[src/btw_defines.svh]
// Register offsets, field positions, reset values and divider taps of the basic timer and watchdog control.
`ifndef BTW_DEFINES_SVH
`define BTW_DEFINES_SVH

`define BTW_ADDR_CTRL      8'hDC
`define BTW_ADDR_STATUS    8'hE0

`define BTW_CTRL_RESET     8'h00
`define BTW_WDT_MSB        7
`define BTW_WDT_LSB        4
`define BTW_WDT_OFF_CODE   4'hA
`define BTW_SEL_MSB        3
`define BTW_SEL_LSB        2
`define BTW_CNT_CLR_BIT    1
`define BTW_DIV_CLR_BIT    0

`define BTW_STAT_WDT_BIT   8

`define BTW_RESP_OKAY      2'h0
`define BTW_RESP_SLVERR    2'h2

`define BTW_TAP_4096       12
`define BTW_TAP_1024       10
`define BTW_TAP_128        7
`define BTW_TAP_16         4

`endif

[src/btw_pkg.sv]
// Types shared by the basic timer and watchdog control block.
package btw_pkg;

	typedef enum logic [1:0] {
		BTW_SEL_DIV4096 = 2'b00,
		BTW_SEL_DIV1024 = 2'b01,
		BTW_SEL_DIV128  = 2'b10,
		BTW_SEL_DIV16   = 2'b11
	} btw_clksel_e;

	typedef enum logic [0:0] {
		BTW_WR_IDLE = 1'b0,
		BTW_WR_RESP = 1'b1
	} btw_wr_state_e;

	typedef enum logic [0:0] {
		BTW_RD_IDLE = 1'b0,
		BTW_RD_DATA = 1'b1
	} btw_rd_state_e;

	typedef logic [7:0] btw_byte_t;

endpackage

[src/btw_prescaler.sv]
// Shared clock frequency divider with one tick output per selectable ratio.
`timescale 1ns/1ps
`include "btw_defines.svh"

module btw_prescaler #(
	parameter int WIDTH = `BTW_TAP_4096
) (
	input  wire logic             ref_clk,
	input  wire logic             rst,
	input  wire logic             clear,
	output logic [WIDTH-1:0]      div_count,
	output logic [3:0]            div_tick
);
	import btw_pkg::*;

	logic [WIDTH-1:0] div_r;
	logic [WIDTH-1:0] div_nxt;

	function automatic int tap_bits(input int idx);
		case (idx)
			0: tap_bits = `BTW_TAP_4096;
			1: tap_bits = `BTW_TAP_1024;
			2: tap_bits = `BTW_TAP_128;
			default: tap_bits = `BTW_TAP_16;
		endcase
	endfunction

	always_comb begin
		if (clear) begin
			div_nxt = '0;
		end else begin
			div_nxt = div_r + {{(WIDTH-1){1'b0}}, 1'b1};
		end
	end

	always_ff @(posedge ref_clk or posedge rst) begin
		if (rst) begin
			div_r <= '0;
		end else begin
			div_r <= div_nxt;
		end
	end

	assign div_count = div_r;

	// A tap fires once every 2**bits cycles, when its low bits are all ones; a clear restarts every tap.
	genvar gi;
	generate
		for (gi = 0; gi < 4; gi++) begin : g_tap
			localparam int BITS = tap_bits(gi);
			assign div_tick[gi] = !clear && (&div_r[BITS-1:0]);
		end
	endgenerate

endmodule

[src/btw_counter.sv]
// Basic timer counter that advances on the selected divider tick.
`timescale 1ns/1ps

module btw_counter #(
	parameter int WIDTH = 8
) (
	input  wire logic                ref_clk,
	input  wire logic                rst,
	input  wire logic                clear,
	input  wire btw_pkg::btw_clksel_e sel,
	input  wire logic [3:0]          div_tick,
	output logic [WIDTH-1:0]         count
);
	import btw_pkg::*;

	logic [WIDTH-1:0] cnt_r;
	logic [WIDTH-1:0] cnt_nxt;
	logic             tick;

	always_comb begin
		unique case (sel)
			BTW_SEL_DIV4096: tick = div_tick[0];
			BTW_SEL_DIV1024: tick = div_tick[1];
			BTW_SEL_DIV128:  tick = div_tick[2];
			BTW_SEL_DIV16:   tick = div_tick[3];
		endcase
		if (clear) begin
			cnt_nxt = '0;
		end else if (tick) begin
			cnt_nxt = cnt_r + {{(WIDTH-1){1'b0}}, 1'b1};
		end else begin
			cnt_nxt = cnt_r;
		end
	end

	always_ff @(posedge ref_clk or posedge rst) begin
		if (rst) begin
			cnt_r <= '0;
		end else begin
			cnt_r <= cnt_nxt;
		end
	end

	assign count = cnt_r;

endmodule

[src/btw_top.sv]
// Basic timer and watchdog control register with its AXI4-Lite slave, divider and counter.
`timescale 1ns/1ps
`include "btw_defines.svh"

module btw_top #(
	parameter int ADDR_W = 8,
	parameter int CNT_W  = 8,
	parameter int DIV_W  = `BTW_TAP_4096
) (
	input  wire logic                 ref_clk,
	input  wire logic                 rst,
	input  wire logic [ADDR_W-1:0]    s_axi_awaddr,
	input  wire logic [2:0]           s_axi_awprot,
	input  wire logic                 s_axi_awvalid,
	output logic                      s_axi_awready,
	input  wire logic [31:0]          s_axi_wdata,
	input  wire logic [3:0]           s_axi_wstrb,
	input  wire logic                 s_axi_wvalid,
	output logic                      s_axi_wready,
	output logic [1:0]                s_axi_bresp,
	output logic                      s_axi_bvalid,
	input  wire logic                 s_axi_bready,
	input  wire logic [ADDR_W-1:0]    s_axi_araddr,
	input  wire logic [2:0]           s_axi_arprot,
	input  wire logic                 s_axi_arvalid,
	output logic                      s_axi_arready,
	output logic [31:0]               s_axi_rdata,
	output logic [1:0]                s_axi_rresp,
	output logic                      s_axi_rvalid,
	input  wire logic                 s_axi_rready,
	output logic                      wdt_enable,
	output btw_pkg::btw_clksel_e      bt_clk_sel,
	output logic [CNT_W-1:0]          bt_count,
	output logic                      bt_count_clear,
	output logic                      div_clear,
	output logic [DIV_W-1:0]          div_count,
	output logic [3:0]                div_tick
);
	import btw_pkg::*;

	// Write channel state.
	btw_wr_state_e     wr_state_r;
	btw_wr_state_e     wr_state_nxt;
	logic              aw_held_r;
	logic              aw_held_nxt;
	logic [ADDR_W-1:0] aw_addr_r;
	logic [ADDR_W-1:0] aw_addr_nxt;
	logic              w_held_r;
	logic              w_held_nxt;
	btw_byte_t         w_data_r;
	btw_byte_t         w_data_nxt;
	logic              w_lane0_r;
	logic              w_lane0_nxt;
	logic [1:0]        bresp_r;
	logic [1:0]        bresp_nxt;

	// Control state.
	logic [5:0]        ctrl_hi_r;
	logic [5:0]        ctrl_hi_nxt;
	logic              cnt_clr_r;
	logic              cnt_clr_nxt;
	logic              div_clr_r;
	logic              div_clr_nxt;

	// Read channel state.
	btw_rd_state_e     rd_state_r;
	btw_rd_state_e     rd_state_nxt;
	logic [31:0]       rdata_r;
	logic [31:0]       rdata_nxt;
	logic [1:0]        rresp_r;
	logic [1:0]        rresp_nxt;

	logic              wr_fire;
	logic              wr_hit_ctrl;
	logic              wr_hit_stat;
	logic              ar_fire;
	btw_byte_t         ctrl_view;
	logic [CNT_W-1:0]  cnt_value;
	logic              ctrl_wr;
	logic              wdt_en_r;
	logic              wdt_en_nxt;

	function automatic logic addr_is(input logic [ADDR_W-1:0] a, input logic [7:0] target);
		addr_is = (a[7:2] == target[7:2]);
	endfunction

	// Only the exact code turns the watchdog off, so a corrupted nibble fails safe with it running.
	function automatic logic wdt_code_enables(input logic [3:0] code);
		wdt_code_enables = (code != `BTW_WDT_OFF_CODE);
	endfunction

	// The status word is a snapshot taken at the edge that accepts the read address.
	function automatic logic [31:0] status_word(input logic [CNT_W-1:0] cnt, input logic wdt_on);
		status_word                    = 32'h0000_0000;
		status_word[CNT_W-1:0]         = cnt;
		status_word[`BTW_STAT_WDT_BIT] = wdt_on;
	endfunction

	// The strobe bits are not kept in ctrl_hi_r, so every read of the control register shows them as zero.
	assign ctrl_view = {ctrl_hi_r, 2'b00};

	assign s_axi_awready = (wr_state_r == BTW_WR_IDLE) && !aw_held_r;
	assign s_axi_wready  = (wr_state_r == BTW_WR_IDLE) && !w_held_r;
	assign s_axi_bvalid  = (wr_state_r == BTW_WR_RESP);
	assign s_axi_bresp   = bresp_r;
	assign s_axi_arready = (rd_state_r == BTW_RD_IDLE);
	assign s_axi_rvalid  = (rd_state_r == BTW_RD_DATA);
	assign s_axi_rdata   = rdata_r;
	assign s_axi_rresp   = rresp_r;

	assign wr_fire     = (wr_state_r == BTW_WR_IDLE) && aw_held_r && w_held_r;
	assign wr_hit_ctrl = addr_is(aw_addr_r, `BTW_ADDR_CTRL);
	assign wr_hit_stat = addr_is(aw_addr_r, `BTW_ADDR_STATUS);
	assign ar_fire     = s_axi_arvalid && s_axi_arready;

	// A write with byte lane 0 off still completes, but leaves the control bits alone.
	assign ctrl_wr = wr_fire && wr_hit_ctrl && w_lane0_r;

	// Write address and data are parked independently; the register is updated once both are in hand.
	always_comb begin
		aw_held_nxt = aw_held_r;
		aw_addr_nxt = aw_addr_r;
		w_held_nxt  = w_held_r;
		w_data_nxt  = w_data_r;
		w_lane0_nxt = w_lane0_r;
		// A channel refuses a second beat until the parked one is used, so one write is under way at a time.
		if (s_axi_awvalid && s_axi_awready) begin
			aw_held_nxt = 1'b1;
			aw_addr_nxt = s_axi_awaddr;
		end
		if (s_axi_wvalid && s_axi_wready) begin
			w_held_nxt  = 1'b1;
			w_data_nxt  = s_axi_wdata[7:0];
			w_lane0_nxt = s_axi_wstrb[0];
		end
		// Both parked beats are consumed by the write that they complete.
		if (wr_fire) begin
			aw_held_nxt = 1'b0;
			w_held_nxt  = 1'b0;
		end
	end

	always_ff @(posedge ref_clk or posedge rst) begin
		if (rst) begin
			aw_held_r <= 1'b0;
			aw_addr_r <= '0;
			w_held_r  <= 1'b0;
			w_data_r  <= 8'h00;
			w_lane0_r <= 1'b0;
		end else begin
			aw_held_r <= aw_held_nxt;
			aw_addr_r <= aw_addr_nxt;
			w_held_r  <= w_held_nxt;
			w_data_r  <= w_data_nxt;
			w_lane0_r <= w_lane0_nxt;
		end
	end

	// The response depends on the parked address alone, so a write with no byte lane still answers OKAY.
	always_comb begin
		wr_state_nxt = wr_state_r;
		bresp_nxt    = bresp_r;
		unique case (wr_state_r)
			BTW_WR_IDLE: begin
				if (wr_fire) begin
					wr_state_nxt = BTW_WR_RESP;
					if (wr_hit_ctrl) begin
						bresp_nxt = `BTW_RESP_OKAY;
					end else if (wr_hit_stat) begin
						bresp_nxt = `BTW_RESP_OKAY;
					end else begin
						bresp_nxt = `BTW_RESP_SLVERR;
					end
				end
			end
			BTW_WR_RESP: begin
				if (s_axi_bready) begin
					wr_state_nxt = BTW_WR_IDLE;
				end
			end
		endcase
	end

	always_ff @(posedge ref_clk or posedge rst) begin
		if (rst) begin
			wr_state_r <= BTW_WR_IDLE;
			bresp_r    <= `BTW_RESP_OKAY;
		end else begin
			wr_state_r <= wr_state_nxt;
			bresp_r    <= bresp_nxt;
		end
	end

	// Control group: the upper six bits are kept, while the two clear strobes live for exactly one cycle.
	always_comb begin
		ctrl_hi_nxt = ctrl_hi_r;
		cnt_clr_nxt = 1'b0;
		div_clr_nxt = 1'b0;
		if (ctrl_wr) begin
			ctrl_hi_nxt = w_data_r[`BTW_WDT_MSB:`BTW_SEL_LSB];
			cnt_clr_nxt = w_data_r[`BTW_CNT_CLR_BIT];
			div_clr_nxt = w_data_r[`BTW_DIV_CLR_BIT];
		end
		// Decoding the next value lets the enable leave a flop in the same cycle as the stored code.
		wdt_en_nxt = wdt_code_enables(ctrl_hi_nxt[`BTW_WDT_MSB-`BTW_SEL_LSB:`BTW_WDT_LSB-`BTW_SEL_LSB]);
	end

	always_ff @(posedge ref_clk or posedge rst) begin
		if (rst) begin
			ctrl_hi_r <= 6'(`BTW_CTRL_RESET >> `BTW_SEL_LSB);
			cnt_clr_r <= 1'b0;
			div_clr_r <= 1'b0;
			// The cleared code is not the off code, so the watchdog comes out of reset enabled.
			wdt_en_r  <= 1'b1;
		end else begin
			ctrl_hi_r <= ctrl_hi_nxt;
			cnt_clr_r <= cnt_clr_nxt;
			div_clr_r <= div_clr_nxt;
			wdt_en_r  <= wdt_en_nxt;
		end
	end

	// Read answers come one cycle after the address is taken and hold until rready.
	always_comb begin
		rd_state_nxt = rd_state_r;
		rdata_nxt    = rdata_r;
		rresp_nxt    = rresp_r;
		unique case (rd_state_r)
			BTW_RD_IDLE: begin
				if (ar_fire) begin
					rd_state_nxt = BTW_RD_DATA;
					rresp_nxt    = `BTW_RESP_OKAY;
					rdata_nxt    = 32'h0000_0000;
					if (addr_is(s_axi_araddr, `BTW_ADDR_CTRL)) begin
						rdata_nxt[7:0] = ctrl_view;
					end else if (addr_is(s_axi_araddr, `BTW_ADDR_STATUS)) begin
						rdata_nxt = status_word(cnt_value, wdt_enable);
					end else begin
						rresp_nxt = `BTW_RESP_SLVERR;
					end
				end
			end
			BTW_RD_DATA: begin
				if (s_axi_rready) begin
					rd_state_nxt = BTW_RD_IDLE;
				end
			end
		endcase
	end

	always_ff @(posedge ref_clk or posedge rst) begin
		if (rst) begin
			rd_state_r <= BTW_RD_IDLE;
			rdata_r    <= 32'h0000_0000;
			rresp_r    <= `BTW_RESP_OKAY;
		end else begin
			rd_state_r <= rd_state_nxt;
			rdata_r    <= rdata_nxt;
			rresp_r    <= rresp_nxt;
		end
	end

	assign wdt_enable = wdt_en_r;
	assign bt_clk_sel = btw_clksel_e'(ctrl_hi_r[`BTW_SEL_MSB-`BTW_SEL_LSB:0]);

	assign bt_count_clear = cnt_clr_r;
	assign div_clear      = div_clr_r;
	assign bt_count       = cnt_value;

	// The same divider feeds the timer/counters through div_count and div_tick, so its clear reaches them.
	btw_prescaler #(
		.WIDTH     (DIV_W)
	) u_prescaler (
		.ref_clk   (ref_clk),
		.rst       (rst),
		.clear     (div_clr_r),
		.div_count (div_count),
		.div_tick  (div_tick)
	);

	btw_counter #(
		.WIDTH    (CNT_W)
	) u_counter (
		.ref_clk  (ref_clk),
		.rst      (rst),
		.clear    (cnt_clr_r),
		.sel      (bt_clk_sel),
		.div_tick (div_tick),
		.count    (cnt_value)
	);

endmodule

[config.mk]
export PLATFORM = sky130hd
export DESIGN_NAME = btw_top
export DESIGN_NICKNAME = d
export VERILOG_FILES = /design/src/btw_pkg.sv /design/src/btw_prescaler.sv /design/src/btw_counter.sv /design/src/btw_top.sv
export VERILOG_INCLUDE_DIRS = /design/src
export SDC_FILE = /design/constraint.sdc
export NUM_CORES = 1
export LEC_CHECK = 0
export BUFFER_PORTS_ARGS = -buffer_cell sky130_fd_sc_hd__buf_2
export CAP_MARGIN = 15
export CORE_MARGIN = 2
export CORE_UTILIZATION = 45
export CTS_CLUSTER_SIZE = 20
export DETAILED_ROUTE_END_ITERATION = 10
export PLACE_DENSITY = 0.78
export SLEW_MARGIN = 20
export SYNTH_ARGS = -nofsm -noshare
export SYNTH_HDL_FRONTEND = slang
export SYNTH_SLANG_ARGS = --single-unit
[constraint.sdc]
create_clock -name ref_clk -period 3.16 [get_ports ref_clk]
set_input_delay 0.632 -clock ref_clk [delete_from_list [all_inputs] [get_ports ref_clk]]
set_output_delay 0.632 -clock ref_clk [all_outputs]
set_load 0.1 [all_outputs]
==> Word-level counts from Yosys, hierarchy flattened <==
Cells that the tools add are included.
{ "classes": {"addsub": 2, "n_mul": 0, "div": 0, "order_cmp": 0, "n_eq_ne": 8, "n_shift": 0, "mux": 24, "bitwise_logic": 2, "n_reduce_logical": 26} }
{ "ops": {"columns": ["cell", "count"], "rows": [
  ["equality test 6 bit (second input constant)", 4],
  ["2-to-1 mux 24 bit", 1],
  ["2-to-1 mux 8 bit", 3],
  ["logical AND 1 bit", 13],
  ["adder 12 x 1 -> 12 bit (second input constant)", 1],
  ["2-to-1 mux 12 bit", 1],
  ["AND reduction 12 bit", 1],
  ["2-to-1 mux 1 bit", 10],
  ["AND reduction 10 bit", 1],
  ["2-to-1 mux 9 bit", 1],
  ["adder 8 x 1 -> 8 bit (second input constant)", 1],
  ["2-to-1 mux 2 bit", 4],
  ["AND reduction 7 bit", 1],
  ["2-to-1 mux 6 bit", 1],
  ["nonzero test 2 bit", 3],
  ["equality test 2 bit (second input constant)", 2],
  ["inequality test 4 bit (second input constant)", 1],
  ["one-hot mux 1 bit (2 select lines)", 2],
  ["one-hot mux 1 bit (4 select lines)", 1],
  ["AND reduction 2 bit", 2],
  ["AND reduction 4 bit", 1],
  ["logical NOT 1 bit", 3],
  ["equality test 2 x 1 -> 1 bit (second input constant)", 1],
  ["logical NOT 2 bit", 1],
  ["NOT 1 bit", 2]
]} }
{ "word_totals": {"regBits": 86, "latch_bits": 0, "ramBits": 0, "romBits": 0, "inputBits": 65, "output_inout_bits": 70, "word_cells": 79, "n_memories": 0} }

==> Depth between registers and ports, before layout <==
{ "logic_depth": {"ltp_word": 7, "ltp_mapped": 6, "depth_no_buf": 5} }

==> Hierarchy <==
From an unflattened synthesis, not the netlist that was laid out.
{ "unflattened": {"cells_unflattened": 274, "hier_area_um2": 2954.1} }
{ "modules_own_cells": {"columns": ["mod", "n_inst", "cells_each", "area_each_um2", "seq_area_each_um2"], "rows": [
  ["btw_top", 1, 167, 1905.6, 977.2],
  ["btw_prescaler", 1, 61, 588.1, 300.3],
  ["btw_counter", 1, 46, 460.4, 200.2]
]} }

==> Worst setup path before layout <==
No wires, ideal clock.
{ "synth_path": {"path_kind": "register to output", "from": "register u_prescaler.div_r[0] (netlist: u_prescaler.div_count[0])", "to": "output port div_tick[0]", "t_arrival_ns": 4.653, "required_time_ns": 2.528, "slack_ns": -2.125, "stages_incl_launch_ff": 5, "n_path_buf": 0, "cell_sequence": "dfrtp_1 -> ha_1 -> nand4b_4 -> nor3_1 -> and3_1"} }
{ "synth_between": {"elab_chain_cells": 2} }
{ "synth_rtl": {"columns": ["element", "line", "rtl"], "rows": [
  ["start: declaration", "btw_prescaler.sv:16", "logic [WIDTH-1:0] div_r;"],
  ["start signal: assignment", "btw_prescaler.sv:40", "div_r <= div_nxt;"],
  ["AND reduction 12 bit", "btw_prescaler.sv:51", "assign div_tick[gi] = !clear && (&div_r[BITS-1:0]);"],
  ["logical AND 1 bit", "btw_prescaler.sv:51", null],
  ["end: declaration", "btw_top.sv:37", "output logic [3:0] div_tick"]
]} }
Every way passes these cells.

==> Worst setup path after layout <==
{ "layout_path": {"from": "register u_prescaler.div_r[4] (netlist: u_prescaler.div_count[4])", "to": "output port div_tick[0]"} }
The elaborated chain is that of the path after synthesis.

==> results_dict.tcl <==
set metrics [dict create \
    cts_tree "done" \
    overflow 0 \
    rsz0062_at_grt "false" \
    die_w_um 83.3 \
    clock_path_buffers 2 \
    fin_tns_setup_ns 0 \
    maxCapViolations 0 \
    leakagePower_nw 1.64 \
    hold_viol 0 \
    yosys_register_bits 59 \
    arrival_ns 2.01 \
    cp_max_fo 8 \
    rows 28 \
    cts_setup_buffers 0 \
    crit_required_ns 2.53 \
    synth-edff-count 0 \
    drtAntennaViolNets 0 \
    netlist_area_um2 2830 \
    nets 403 \
    startpoint_type "register" \
    area_growth_pct 18.9 \
    fin_ws_ns 0.522 \
    path_cells "nand4_1 -> nor3_4 -> and3_4 -> buf_2" \
    yosysWarnings 0 \
    synth_cell_type_count 43 \
    clk_latency_ns 0.34 \
    grt_pass1_wl_mm 9.24 \
    clock.fmax_ghz 0.379 \
    root_buffer "clkbuf_8" \
    drt_iter0_drc 98 \
    finalNonFillerCells 415 \
    hold_class "reg2reg" \
    worstSetupPathType "reg2out" \
    route.vias.total 2079 \
    clkTransAtPathRegs_ns 0.07 \
    finalInstanceArea_um2 3370 \
    vias_per_cell 5.01 \
    status "completed" \
    rrSetupSlack_ns 1.06 \
    cpPeakStageDelay_ns 0.43 \
    max_slew_margin_pct 38.1 \
    dieArea_um2 6950 \
    synth-async-reset-ratio_pct 100 \
    synth_top_area_share_pct 51.2 \
    netlist_top_cells_area "dfrtp_1 51%, mux2_2 8.7%, buf_4 7.2%" \
    grt_max_degree 47 \
    wl_per_cell_um 13.3 \
    dr.pass1.iters 4 \
    start_util_pct 47.3 \
    cts_max_level 3 \
    cts_made_buffers 9 \
    p_total_mw 2.99 \
    fin_util_pct 56.2 \
    synth_common_cells "58 x dfrtp_1, 27 x buf_4, 22 x mux2_2, 21 x nand2_1, 17 x o21ai_0" \
    cts.repair.resized 0 \
    gp_congestion 0.780 \
    critPathSlowestCell "dfrtp_2" \
    ctsHoldBuffers 0 \
    placed_cells 400 \
    setup_viol 0 \
    max_slew.worst_pin.slew_ns 0.928 \
    synth.avg_cell_area_um2 10.8 \
    core_area_um2 5990 \
    ir_worst_vdd_v 0.000837 \
    post-route-period-util_pct 83.5 \
    drive_above_1_share_pct 38.5 \
    grt_pass1_vias 2000 \
    synth_most_common_cell "dfrtp_1" \
    placed_area_um2 3180 \
    drv_slew 0 \
    synthCells 262 \
    routed_wl_mm 5.54 \
    io_pins 135 \
    ys_seq_area_share_pct 52.2 \
    end_kind "output pin" \
    synth_ff_type "dfrtp_1" \
    hold_slack_ns 0.474 \
    antenna_cells 0 \
    grt_antenna_before_repair 0 \
    fin_crit_ns 2.64 \
    clock_skew_ns 0.0118 \
    die_height_um 83.3 \
    grt_use_total_pct 16.7 \
    cts_sinks 59 \
    drcViolationCount 0 \
    yosysTopAreaCell "dfrtp_1" \
    cellPowerDensity_nw_per_um2 889 \
    hpwlAfterDp_mm 4.04 \
    post-place-ws_ns 0.869 \
    portBuffers 72 \
]
==> critical path, delay by kind of cell, from the launching register on <==
family	cells	cell delay, ns
simple gates	3	0.83
flops	1	0.43
buf+inv	1	0.41
==> layout by cell type (no fill, tap or decap), types with 4 or more instances in the layout <==
master	count
conb_1	25
mux2_2	22
or4_1	5
a21oi_1	11
o31ai_1	6
a22oi_1	6
nand3_1	12
nor2_1	13
dfrtp_1	48
dfrtp_2	10
o21ai_0	17
xnor2_1	5
nand2_1	21
nor2b_1	4
buf_2	72
clkbuf_8	10
inv_1	5
==> power by group <==
part | switching [mW] | internal [mW] | leakage [nW]
Sequential | 0.173 | 0.951 | 0.747
Combinational | 0.943 | 0.277 | 0.797
Clock | 0.271 | 0.379 | 0.0962
Total | 1.39 | 1.61 | 1.64
==> path summary, 6_finish.rpt <==
path | from | cells past startpoint | to
max | u_prescaler.div_count[4]$_DFF_PP0_ | 4 | div_tick[0]
min | s_axi_rdata[6]$_DFFE_PP0P_ | 2 | s_axi_rdata[6]$_DFFE_PP0P_
max reg2reg | div_clear$_DFF_PP0_ | 4 | u_counter.count[4]$_DFFE_PP0P_
min reg2reg | s_axi_rdata[6]$_DFFE_PP0P_ | 2 | s_axi_rdata[6]$_DFFE_PP0P_
max in group asynchronous | rst | 3 | u_prescaler.div_count[9]$_DFF_PP0_
min in group asynchronous | rst | 2 | aw_addr_r[4]$_DFFE_PP0P_
==> final cells by class <==
class / instances / area (µm²)
clock buffers: 12 / 145
clock inverters: 3 / 40.0
fillers: 525 / 2620
inverters: 6 / 22.5
multi-input cells: 186 / 1200
flip-flops and latches: 59 / 1490
well taps: 75 / 93.8
repair buffers: 74 / 375
==> logic make-up (layout without fill, tap and decap cells) <==
group | after synthesis | in the layout | synth area share, %
simple gates | 83 | 83 | 16.5
flops | 59 | 59 | 52.2
compound gates | 46 | 46 | 9.76
buf+inv | 41 | 95 | 9.28
mux | 23 | 23 | 9.10
xor+xnor | 7 | 7 | 2.16
fa+ha+maj | 2 | 2 | 0.883
other cells | 1 | 25 | 0.132
==> routing by layer <==
layer	part of all wire, %	vias up	track usage (%)
li1	-	1020	-
met1	44	968	20.6
met2	47	81	26.2
met3	7.8	10	7.06
met4	1.2	0	6.11
met5	0	-	0
==> flip-flops by register name, summed over array words and instances (netlist names), 6 cells and up <==
register,cells
aw_addr_r,6
ctrl_hi_r,6
s_axi_rdata,9
u_counter.count,8
u_prescaler.div_count,12
w_data_r,8
(Power assumes the default switching activity.)
